--- src/dcr_pkg.sv ---
// register map, field positions and carrier types for the datapath config bank
// assumes an 8-bit register access port driven by the serial-port decoder
//
// Notes on behaviour
// [RULE1] level readback: integer [6:4], fraction [2:0]
// [RULE2] reported level within two conversion clocks
// [RULE3] bit0 requests fifo reset, bit1 acknowledges
// [RULE4] format bit7: twos complement or offset binary
// [RULE5] pairing bit6: I with next or prior Q
// [RULE6] bit5 reverses input port bit order
// [RULE7] format bit0: word 16-bit or byte 8-bit
// [RULE8] bit7 enables inverse sinc droop corrector
// [RULE9] bit6 oscillator enable, bit1 image side
// [RULE10] bit5 enables gain and offset correction
// [RULE11] bit4 enables phase correction
// [RULE12] bit2 enables quarter-rate mixer
// [RULE13] bit0 sends I to both converters
// [RULE14] interpolation code selects halfband stages
// [RULE15] 0x29 holds low threshold byte
// [RULE16] all control registers reset to 0x00
// [RULE17] integer in data periods, fraction in clocks
// [RULE18] 0x2A bits 4:0 hold upper threshold
// [RULE19] interpolation code 01 is reserved
// [RULE20] writes to read-only bits are ignored
package dcr_pkg;
  // register offsets
  localparam logic [7:0] ADDR_LEVEL_RB  = 8'h24;
  localparam logic [7:0] ADDR_FIFO_CTL  = 8'h25;
  localparam logic [7:0] ADDR_FORMAT    = 8'h26;
  localparam logic [7:0] ADDR_DATAPATH  = 8'h27;
  localparam logic [7:0] ADDR_INTERP    = 8'h28;
  localparam logic [7:0] ADDR_THR_LOW   = 8'h29;
  localparam logic [7:0] ADDR_THR_HIGH  = 8'h2A;
  localparam logic [7:0] REG_RESET_VAL  = 8'h00;
  // fifo control fields
  localparam int FIFO_REQ_BIT = 0;
  localparam int FIFO_ACK_BIT = 1;
  // format fields
  localparam int FMT_BINARY_BIT  = 7;
  localparam int FMT_PAIR_BIT    = 6;
  localparam int FMT_INVERT_BIT  = 5;
  localparam int FMT_BYTE_BIT    = 0;
  localparam logic [7:0] FMT_MASK = 8'hE1;
  // datapath fields
  localparam int DP_SINC_BIT   = 7;
  localparam int DP_OSC_BIT    = 6;
  localparam int DP_GAIN_BIT   = 5;
  localparam int DP_PHASE_BIT  = 4;
  localparam int DP_FS4_BIT    = 2;
  localparam int DP_IMAGE_BIT  = 1;
  localparam int DP_DUP_BIT    = 0;
  localparam logic [7:0] DP_MASK   = 8'hF7;
  localparam logic [7:0] INTERP_MASK = 8'h03;
  localparam logic [7:0] THR_HIGH_MASK = 8'h1F;
  // level readback field positions
  localparam int LVL_INT_LSB  = 4;
  localparam int LVL_FRAC_LSB = 0;
  localparam int LVL_W        = 3;
  localparam int THR_W        = 13;
  // interpolation codes
  localparam logic [1:0] INTERP_2X = 2'h0;
  localparam logic [1:0] INTERP_RSV = 2'h1;
  localparam logic [1:0] INTERP_4X = 2'h2;
  localparam logic [1:0] INTERP_8X = 2'h3;
  // fifo reset pulse length, in clock cycles
  localparam int RESET_PULSE_CYC = 2;

  // datapath control bundle handed to the arithmetic
  typedef struct packed {
    logic       droop_corrector_on;
    logic       carrier_osc_on;
    logic       gain_offset_corr_on;
    logic       phase_corr_on;
    logic       quarter_rate_mixer_on;
    logic       image_side_sel;
    logic       duplicate_i_channel;
    logic       halfband_stage_one;
    logic       halfband_stage_two;
    logic       halfband_stage_three;
    logic       interp_reserved;
  } dcr_path_s;

  // input format bundle handed to the input port
  typedef struct packed {
    logic offset_binary;
    logic pair_prior_q;
    logic reverse_bits;
    logic byte_mode;
  } dcr_format_s;

  // register access strobe bundle
  typedef struct packed {
    logic       wr;
    logic [7:0] addr;
    logic [7:0] wdata;
  } dcr_access_s;
endpackage

--- src/dcr_fifo_reset.sv ---
// fifo reset handshake: turns a software request into a reset pulse and ack
// assumes fifo_done_i is the fifo reporting that its pointers were reloaded
`timescale 1ns/100ps
module dcr_fifo_reset
(
  input  wire logic ref_clk_i,   // system clock
  input  wire logic rst_i,       // synchronous reset, high
  input  wire logic req_i,       // request bit as held in the register
  input  wire logic fifo_done_i, // fifo finished its reload
  output logic      fifo_rst_o,  // reset pulse to the fifo
  output logic      ack_o        // acknowledge bit
);
  typedef enum logic [1:0] {ST_IDLE, ST_PULSE, ST_WAIT, ST_ACK} dcr_hs_e;
  dcr_hs_e                    state_reg;  // handshake state
  logic [1:0]                 cnt_reg;    // pulse length counter

  // handshake sequencer
  always_ff @(posedge ref_clk_i)
  begin
    if (rst_i)
    begin
      state_reg  <= ST_IDLE;
      cnt_reg    <= 2'h0;
      fifo_rst_o <= 1'b0;
      ack_o      <= 1'b0;
    end
    else
    begin
      case (state_reg)
        ST_IDLE:
        begin
          // new request starts the fifo reset pulse
          if (req_i)
          begin
            state_reg  <= ST_PULSE;
            fifo_rst_o <= 1'b1; // RULE3
            cnt_reg    <= 2'h0;
          end
        end
        ST_PULSE:
        begin
          cnt_reg <= cnt_reg + 2'h1;
          if (cnt_reg == 2'(dcr_pkg::RESET_PULSE_CYC - 1))
          begin
            fifo_rst_o <= 1'b0;
            state_reg  <= ST_WAIT;
          end
        end
        ST_WAIT:
        begin
          // fifo reload complete: report acknowledge
          if (fifo_done_i)
          begin
            ack_o     <= 1'b1; // RULE3
            state_reg <= ST_ACK;
          end
        end
        ST_ACK:
        begin
          // ack stays until software drops the request
          if (!req_i)
          begin
            ack_o     <= 1'b0;
            state_reg <= ST_IDLE;
          end
        end
        default:
        begin
          state_reg <= ST_IDLE;
        end
      endcase
    end
  end
endmodule

--- src/dcr_regs.sv ---
// datapath configuration register bank with fifo level readback
// assumes the serial-port decoder presents one-cycle write strobes and
// samples rdata the cycle after the address is held
`timescale 1ns/100ps
module dcr_regs
#(
  parameter int LVL_W = dcr_pkg::LVL_W // width of each level part
)
(
  input  wire logic                  ref_clk_i,       // system clock, 40 MHz
  input  wire logic                  rst_i,           // synchronous reset, high
  input  wire dcr_pkg::dcr_access_s  acc_i,           // register access
  input  wire logic [LVL_W-1:0]      level_int_i,     // measured integer level
  input  wire logic [LVL_W-1:0]      level_frac_i,    // measured fraction level
  input  wire logic                  fifo_done_i,     // fifo reload finished
  input  wire logic [15:0]           data_pins_i,     // raw input data port
  output logic [7:0]                 rdata_o,         // read data
  output logic                       fifo_rst_o,      // fifo reset pulse
  output dcr_pkg::dcr_format_s       format_o,        // input format controls
  output dcr_pkg::dcr_path_s         path_o,          // datapath controls
  output logic [dcr_pkg::THR_W-1:0]  power_thresh_o,  // protection threshold
  output logic [15:0]                port_data_o      // bit-ordered input word
);
  logic [7:0]       fifo_ctl_reg;   // request bit storage
  logic [7:0]       format_reg;     // input format select
  logic [7:0]       datapath_reg;   // datapath feature enables
  logic [7:0]       interp_reg;     // interpolation select
  logic [7:0]       thr_low_reg;    // threshold low byte
  logic [7:0]       thr_high_reg;   // threshold high bits
  logic [7:0]       level_reg;      // captured level readback
  logic             ack_w;          // handshake acknowledge
  logic             fifo_rst_w;     // handshake reset pulse
  logic [7:0]       rdata_next;     // read mux result
  dcr_pkg::dcr_path_s   path_next;  // decoded datapath controls
  dcr_pkg::dcr_format_s format_next;// decoded format controls
  logic [15:0]      port_next;      // reordered data word

  // write hit test, shared by every register
  function automatic logic hit(input dcr_pkg::dcr_access_s a, input logic [7:0] addr);
    hit = a.wr && (a.addr == addr);
  endfunction

  // bit reversal of a 16-bit word
  function automatic logic [15:0] rev16(input logic [15:0] d);
    for (int i = 0; i < 16; i++)
      rev16[i] = d[15 - i];
  endfunction

  // fifo control: only the request bit is writable
  always_ff @(posedge ref_clk_i)
  begin
    if (rst_i)
      fifo_ctl_reg <= dcr_pkg::REG_RESET_VAL; // RULE16
    else if (hit(acc_i, dcr_pkg::ADDR_FIFO_CTL))
      fifo_ctl_reg <= acc_i.wdata & 8'h01; // RULE20
  end

  // input format register
  always_ff @(posedge ref_clk_i)
  begin
    if (rst_i)
      format_reg <= dcr_pkg::REG_RESET_VAL; // RULE16
    else if (hit(acc_i, dcr_pkg::ADDR_FORMAT))
      format_reg <= acc_i.wdata & dcr_pkg::FMT_MASK;
  end

  // datapath enables register
  always_ff @(posedge ref_clk_i)
  begin
    if (rst_i)
      datapath_reg <= dcr_pkg::REG_RESET_VAL; // RULE16
    else if (hit(acc_i, dcr_pkg::ADDR_DATAPATH))
      datapath_reg <= acc_i.wdata & dcr_pkg::DP_MASK;
  end

  // interpolation register
  always_ff @(posedge ref_clk_i)
  begin
    if (rst_i)
      interp_reg <= dcr_pkg::REG_RESET_VAL; // RULE16
    else if (hit(acc_i, dcr_pkg::ADDR_INTERP))
      interp_reg <= acc_i.wdata & dcr_pkg::INTERP_MASK;
  end

  // threshold registers
  always_ff @(posedge ref_clk_i)
  begin
    if (rst_i)
    begin
      thr_low_reg  <= dcr_pkg::REG_RESET_VAL; // RULE16
      thr_high_reg <= dcr_pkg::REG_RESET_VAL;
    end
    else
    begin
      if (hit(acc_i, dcr_pkg::ADDR_THR_LOW))
        thr_low_reg <= acc_i.wdata; // RULE15
      if (hit(acc_i, dcr_pkg::ADDR_THR_HIGH))
        thr_high_reg <= acc_i.wdata & dcr_pkg::THR_HIGH_MASK; // RULE18
    end
  end

  // level capture: integer in data periods, fraction in clocks
  always_ff @(posedge ref_clk_i)
  begin
    if (rst_i)
      level_reg <= dcr_pkg::REG_RESET_VAL;
    else
    begin
      level_reg <= 8'h00;
      level_reg[dcr_pkg::LVL_INT_LSB +: LVL_W]  <= level_int_i;  // RULE1 RULE17
      level_reg[dcr_pkg::LVL_FRAC_LSB +: LVL_W] <= level_frac_i; // RULE1 RULE2
    end
  end

  // reset handshake engine
  dcr_fifo_reset u_hs
  (
    .ref_clk_i   (ref_clk_i),
    .rst_i       (rst_i),
    .req_i       (fifo_ctl_reg[dcr_pkg::FIFO_REQ_BIT]), // RULE3
    .fifo_done_i (fifo_done_i),
    .fifo_rst_o  (fifo_rst_w),
    .ack_o       (ack_w)
  );

  // read mux
  always_comb
  begin
    rdata_next = 8'h00;
    case (acc_i.addr)
      dcr_pkg::ADDR_LEVEL_RB: rdata_next = level_reg; // RULE1
      dcr_pkg::ADDR_FIFO_CTL:
      begin
        rdata_next = fifo_ctl_reg;
        rdata_next[dcr_pkg::FIFO_ACK_BIT] = ack_w; // RULE3
      end
      dcr_pkg::ADDR_FORMAT:   rdata_next = format_reg;
      dcr_pkg::ADDR_DATAPATH: rdata_next = datapath_reg;
      dcr_pkg::ADDR_INTERP:   rdata_next = interp_reg;
      dcr_pkg::ADDR_THR_LOW:  rdata_next = thr_low_reg;
      dcr_pkg::ADDR_THR_HIGH: rdata_next = thr_high_reg;
      default:                rdata_next = 8'h00;
    endcase
  end

  // format decode
  always_comb
  begin
    format_next.offset_binary = format_reg[dcr_pkg::FMT_BINARY_BIT]; // RULE4
    format_next.pair_prior_q  = format_reg[dcr_pkg::FMT_PAIR_BIT];   // RULE5
    format_next.reverse_bits  = format_reg[dcr_pkg::FMT_INVERT_BIT]; // RULE6
    format_next.byte_mode     = format_reg[dcr_pkg::FMT_BYTE_BIT];   // RULE7
  end

  // input port reordering: reversed port puts msb line on bit 0
  always_comb
  begin
    port_next = format_reg[dcr_pkg::FMT_INVERT_BIT] ? rev16(data_pins_i) // RULE6
                                                    : data_pins_i;
  end

  // datapath decode
  always_comb
  begin
    path_next.droop_corrector_on    = datapath_reg[dcr_pkg::DP_SINC_BIT];  // RULE8
    path_next.carrier_osc_on        = datapath_reg[dcr_pkg::DP_OSC_BIT];   // RULE9
    path_next.image_side_sel        = datapath_reg[dcr_pkg::DP_IMAGE_BIT]; // RULE9
    path_next.gain_offset_corr_on   = datapath_reg[dcr_pkg::DP_GAIN_BIT];  // RULE10
    path_next.phase_corr_on         = datapath_reg[dcr_pkg::DP_PHASE_BIT]; // RULE11
    path_next.quarter_rate_mixer_on = datapath_reg[dcr_pkg::DP_FS4_BIT];   // RULE12
    path_next.duplicate_i_channel   = datapath_reg[dcr_pkg::DP_DUP_BIT];   // RULE13
    // halfband chain from the interpolation code
    path_next.halfband_stage_one    = 1'b1; // RULE14
    path_next.halfband_stage_two    = 1'b0;
    path_next.halfband_stage_three  = 1'b0;
    path_next.interp_reserved       = 1'b0;
    case (interp_reg[1:0])
      dcr_pkg::INTERP_2X: ;
      dcr_pkg::INTERP_4X: path_next.halfband_stage_two = 1'b1; // RULE14
      dcr_pkg::INTERP_8X:
      begin
        path_next.halfband_stage_two   = 1'b1; // RULE14
        path_next.halfband_stage_three = 1'b1;
      end
      default: path_next.interp_reserved = 1'b1; // RULE19
    endcase
  end

  // registered outputs
  always_ff @(posedge ref_clk_i)
  begin
    if (rst_i)
    begin
      rdata_o        <= 8'h00;
      fifo_rst_o     <= 1'b0;
      format_o       <= '0;
      path_o         <= '0;
      power_thresh_o <= '0;
      port_data_o    <= 16'h0000;
    end
    else
    begin
      rdata_o        <= rdata_next;
      fifo_rst_o     <= fifo_rst_w;
      format_o       <= format_next;
      path_o         <= path_next;
      power_thresh_o <= {thr_high_reg[4:0], thr_low_reg}; // RULE15 RULE18
      port_data_o    <= port_next;
    end
  end
endmodule

--- config.mk ---
export PLATFORM = sky130hd
export DESIGN_NAME = dcr_regs
export DESIGN_NICKNAME = d
export VERILOG_FILES = /design/src/dcr_pkg.sv /design/src/dcr_fifo_reset.sv /design/src/dcr_regs.sv
export SDC_FILE = /design/constraint.sdc
export NUM_CORES = 1
export LEC_CHECK = 0
export ABC_AREA = 1
export BUFFER_PORTS_ARGS = -buffer_cell sky130_fd_sc_hd__buf_4
export CAP_MARGIN = 20
export CORE_MARGIN = 5
export CORE_UTILIZATION = 55
export DETAILED_ROUTE_END_ITERATION = 7
export PLACE_DENSITY = 0.81
export SYNTH_ARGS = -nofsm -noshare
export SYNTH_HDL_FRONTEND = slang
export SYNTH_HIERARCHICAL = 1
export SYNTH_SLANG_ARGS = --single-unit
export TNS_END_PERCENT = 50
--- constraint.sdc ---
create_clock -name ref_clk_i -period 3.1 [get_ports ref_clk_i]
set_input_delay 0.31 -clock ref_clk_i [delete_from_list [all_inputs] [get_ports ref_clk_i]]
set_output_delay 0.31 -clock ref_clk_i [all_outputs]
set_load 0.02 [all_outputs]
==> metrics, run 1 <==
Critical R2R Launch=format_reg[5]; DR vias=between 2000 and 3000; Die Ht=between 80 and 90 µm; max reg flops=16; Worst EP arrival=1840 ps; Sw Share=~27%; most used cells in the layout excluding fill and tap cells=buf_4, dfxtp_1, nor2_1; drt first-iter violations=between 150 and 200; Max clock buf depth=2; Ys Warns=6; Worst Hold End=level_reg[0]; Internal Power=roughly 1.8 mW; GPL Wtd Cong=0.796; GRT Total Usage=roughly a fifth; Total Neg Setup Slack=0 ps; Critical Path Sink Type=flip-flop; Post-CTS Setup Inserts=0; CP required=3350 ps; Die Footprint=7930 µm²; Sequential Power Share=51.0%; Vias per Instance=4.96; routed wire length=around 7700 µm; global route overflow=0; DRC violations left=0; syn nets=476; fin cells=598; fin crit share=between 50% and 60%; combinational power share=between 10% and 20%; # port buffers=between 90 and 100; DP HPWL=5590 µm; WS Path Type=flip-flop to flip-flop; Die Width=a little under 90 µm; most common cell after layout, fill and taps aside=buf_4; share of cells above drive strength 1=24.9%; Peak Freq=approximately 630 MHz; worst-path fanout max=18; Hold Crit Class=primary input to flip-flop; fin. max-slew vios=0; Ant. Diodes=0; per-instance average area after synthesis=about 8 µm²; PwrDens=approximately 560 nW/µm²; Util after Layout=approximately 73%; Largest regs=port_data_o (16), power_thresh_o (13), path_o (11); WL/cell=approximately 13 µm; clk_lat worst skew=350 ps; hold_buf cts=0; Yosys cell types=26; hold path start=level_frac_i[0]; Final Power=between 2 and 2.5 mW; drt pass-1 iters=4; WHS Path Cells=3; P_sw=between 0.6 and 0.7 mW; top cells by area, synth=dfxtp_1, nor2_1, o21ai_0; hold_ws=about 150 ps; RSZ-0062 raised after global routing=no; CTS tree=built; share of the synthesized area in the top cell type=between 50 and 60%; first-pass GRT wire length=12700 µm; pin count of the biggest net entering global routing=46; cells on worst reg2reg path=3; vias in the first global route=roughly 2900; Yosys top cell by area=dfxtp_1; Core Area=roughly 6000 µm²; sequential share of the synthesized area=53.6%; Tmin final=1590 ps; Placed Cells=between 500 and 600; outcome=completed; Initial Util=between 50% and 60%; Final Hold Fails=0; io pins=95; Largest Register=port_data_o; H-Tree Depth=3; crit path launch type=flip-flop; final setup fails=0; FF+latch count, synth=slightly above 90; Cell Rows=28; clock-pin slew on the worst setup and hold paths=roughly 90 ps; Clock power frac=roughly a third; Sink Count=roughly 90; antenna violations before repair=0; cell count after synthesis=~430; antenna-violating nets left=0; peak supply drop=between 0.0003 and 0.0004 V; cts repair resizes=0; Root Buffer=clkbuf_8; Leak Pwr=a little under 2 nW; Layout area overhead=27.4%; Max Cap Viol=0; Clock Skew=12.0 ps; Num CTS Buffers=9; reg2reg setup slack=1510 ps; Slew Limit Headroom=around 64%; RR Endpoint=port_data_o[11]; fin nets=approximately 570; Synth Cell Area=between 3000 and 4000 µm²; FILL cells=between 400 and 500; slew of the pin with the lowest slew margin=534 ps
## how the worst max path moves through the flow
| stage | start | endpoint | slack, ps | cells past startpoint |
|---|---|---|---|---|
| global placement | rst_i | thr_high_reg[4] | 1370 | 5 |
| global route | format_reg[5] | port_data_o[11] | 1280 | 3 |
| detailed placement | rst_i | format_reg[6] | 1290 | 5 |
| CTS | format_reg[5] | port_data_o[11] | 1490 | 3 |
| finish | format_reg[5] | port_data_o[11] | 1510 | 3 |
| floorplan | u_hs/state_reg[0] | u_hs/state_reg[0] | 1900 | 8 |
## routing by layer
metal / global-route usage (%) / up-vias / part of all wire (%)
met5: 0 / - / 0
li1: - / 1539 / -
met2: 34.3 / 84 / 48
met3: 5.62 / 8 / 7.0
met1: 25.2 / 1338 / 43
met4: 7.85 / 0 / 1.4
## area by class of cell
type                       count  area (µm²)  share of cell area [%]
clock buffer                  11         151                    3.46
clock inverter                 5        58.8                    1.34
inverter                      59         221                    5.06
multi-input combinational    261        1300                    29.7
sequential                    92        1840                    42.1
tap                           75        93.8                    2.14
timing repair buffer          95         713                    16.3
## through the flow
step | cell area (µm²) | setup slack [ps]
finish | 4380 | 1510
global route | 4380 | 1280
CTS | 4380 | 1490
detailed placement | 4170 | 1290
global placement | 4170 | 1370
floorplan | 3440 | 1900
## cell families after synthesis
group | after synthesis | share of synthesized area (%)
simple gates | 165 | 22.3
flops | 92 | 53.6
compound gates | 90 | 13.3
buf+inv | 75 | 8.63
fa+ha+maj | 6 | 2.18
## cells in the mapped netlist (all sizes together)
| master | n |
|---|---|
| nor3 | 2 |
| nand4 | 1 |
| o31ai | 1 |
| dfxtp | 92 |
| ha | 6 |
| o211ai | 2 |
| inv | 57 |
| o21ai | 54 |
| clkbuf | 7 |
| nand3b | 1 |
| nand3 | 33 |
| buf | 9 |
| a21oi | 33 |
| nor2 | 91 |
| nand2 | 37 |
| clkinv | 2 |
## critical path, cell delays in order, from the launching register on
cell,delay [ps]
dfxtp_1,640
clkinv_1,540
nor2_1,250
nor2_1,70
## power groups by stage
| stage | Sequential (mW) | Clock [mW] | Combinational (mW) |
|---|---|---|---|
| floorplan | 1.28 | 0 | 0.250 |
| global placement | 1.27 | 0 | 0.361 |
| detailed placement | 1.27 | 0 | 0.375 |
| CTS | 1.25 | 0.832 | 0.377 |
| global route | 1.25 | 0.895 | 0.428 |
| finish | 1.25 | 0.821 | 0.375 |
Note: power is estimated with default switching activity, not from simulation.
==> run 2, diff against run 1 <==
Settings changed: CORE_UTILIZATION 55 to 51, PLACE_DENSITY 0.81 to 0.76.
Clock period 3.1 ns to 1.65 ns, I/O delays scaled along.
==> run 2 against run 1 <==
  * Clock-buffer cell count down 1
  * Non-clock buffer count is 7 higher
  * Sequential cell count unchanged
  * Final cell count up 1.8%
  * Sequential share of layout area decreased by 0.50 points
  * Sequential power up 87%
  * Critical path type unchanged
  * Power is 88% higher
  * Core utilization decreased by 6.8 points
==> metrics, run 2 (same netlist as run 1, synthesis figures left out) <==
Die Ht=between 90 and 100 µm; Peak Freq=about 730 MHz; WS Path Type=flip-flop to flip-flop; Hold Crit Class=primary input to flip-flop; # port buffers=between 90 and 100; peak supply drop=around 0.00058 V; CP required=about 1900 ps; H-Tree Depth=3; Setup WS post-layout=~270 ps; cts repair resizes=0; Vias per Instance=4.92; Num CTS Buffers=9; Ant. Diodes=0; Critical Path Start=u_hs/state_reg[0]; reg2reg setup slack=approximately 270 ps; Cell Rows=30; GPL Wtd Cong=0.860; CP endpoint=u_hs/state_reg[0]; Final Power=around 4.6 mW; fin. max-slew vios=0; Worst EP arrival=approximately 1600 ps; hold_ws=about 16 ps; Initial Util=slightly above 50%; Max clock buf depth=2; P_sw=about 1.3 mW; final setup fails=0; GRT Total Usage=a little under a fifth; PwrDens=just over 1000 nW/µm²; antenna violations before repair=0; antenna-violating nets left=0; most common cell after layout, fill and taps aside=buf_4; fin nets=573; drt pass-1 iters=5; DR vias=2994; RSZ-0062 raised after global routing=no; Clock power frac=about a third; outcome=completed; Internal Power=3.34 mW; vias in the first global route=~2900; routed wire length=7860 µm; clock-pin slew on the worst setup and hold paths=90 ps; clk_lat worst skew=~350 ps; pin count of the biggest net entering global routing=47; hold_buf cts=0; Root Buffer=clkbuf_8; Sink Count=just over 90; Core Area=6680 µm²; Final Hold Fails=0; Sequential Power Share=50.9%; Total Neg Setup Slack=0 ps; first-pass GRT wire length=between 10000 and 15000 µm; global route overflow=0; Max Cap Viol=0; Largest Register=port_data_o; cells on worst reg2reg path=8; most used cells in the layout excluding fill and tap cells=buf_4, dfxtp_1, nor2_1; Tmin final=approximately 1400 ps; DRC violations left=0; drt first-iter violations=~160; DP Worst Slack=between 150 and 200 ps; Util after Layout=around 66%; Critical R2R Launch=u_hs/state_reg[0]; DP HPWL=between 5000 and 6000 µm; Critical Path Sink Type=flip-flop; max reg flops=16; RR Endpoint=u_hs/state_reg[0]; fin crit share=83.4%; Clock Skew=13.7 ps; io pins=95; Leak Pwr=between 1.5 and 2 nW; share of cells above drive strength 1=about a quarter; Die Footprint=8480 µm²; Sw Share=27.4%; Slew Limit Headroom=68.3%; combinational power share=between 10% and 20%; Largest regs=port_data_o (16), power_thresh_o (13), path_o (11); WL/cell=between 10 and 15 µm; crit path launch type=flip-flop; CTS tree=built; Layout area overhead=28.9%; Die Width=92.1 µm; slew of the pin with the lowest slew margin=between 400 and 500 ps; Post-CTS Setup Inserts=0; worst-path fanout max=5
run 2: changes by cell type in the layout (fill, tap and decap cells not counted):
| cell | change |
|---|---|
| buf_4 | +7 |
| clkbuf_8 | -1 |
| clkinv_2 | -1 |
| clkinvlp_4 | -1 |
| inv_6 | +1 |
| inv_8 | +1 |
run 2: critical path, stage by stage, from the launching register on:
cell and delay (ps):
dfxtp_1 420, inv_1 100, ha_1 240, nand2_1 120
nand2_1 100, nor2_4 140, nand2_1 60, nand2_1 50
nor2_1 40
run 2: layer usage:
metal | global-route usage [%] | vias to the layer above | share of wire (%)
met1 | 23.0 | 1340 | 43
met3 | 4.02 | 12 | 5.6
met2 | 32.5 | 95 | 50
met4 | 7.55 | 0 | 1.7
li1 | - | 1547 | -
met5 | 0 | - | 0
run 2: area by class of cell:
cell class	count	area [µm²]
Clock buffer	10	138
Clock inverter	5	66.3
Fill cell	567	2250
Inverter	59	221
Multi-Input combinational cell	261	1300
Sequential cell	92	1840
Tap cell	80	100
Timing Repair Buffer	102	766
run 2: how the worst min path moves through the flow:
stage / from / end / cells after the start
2_1_floorplan: rst_i / u_hs/ack_o / 1
3_3_place_gp: level_int_i[2] / level_reg[6] / 3
3_5_place_dp: level_int_i[1] / level_reg[5] / 3
4_1_cts: level_int_i[1] / level_reg[5] / 3
5_1_grt: level_int_i[0] / level_reg[4] / 3
6_report: level_int_i[0] / level_reg[4] / 3
run 2: power groups by stage:
stage | clock network [mW] | logic (mW) | registers [mW]
floorplan | 0 | 0.469 | 2.41
global placement | 0 | 0.689 | 2.39
detailed placement | 0 | 0.716 | 2.39
CTS | 1.57 | 0.720 | 2.34
global route | 1.67 | 0.817 | 2.35
finish | 1.54 | 0.716 | 2.34
run 2: metrics by stage:
step,std cells,cell area [µm²]
2_1_floorplan,428,3440
3_3_place_gp,594,4230
3_5_place_dp,594,4230
4_1_cts,609,4430
5_1_grt,609,4430
6_report,609,4430
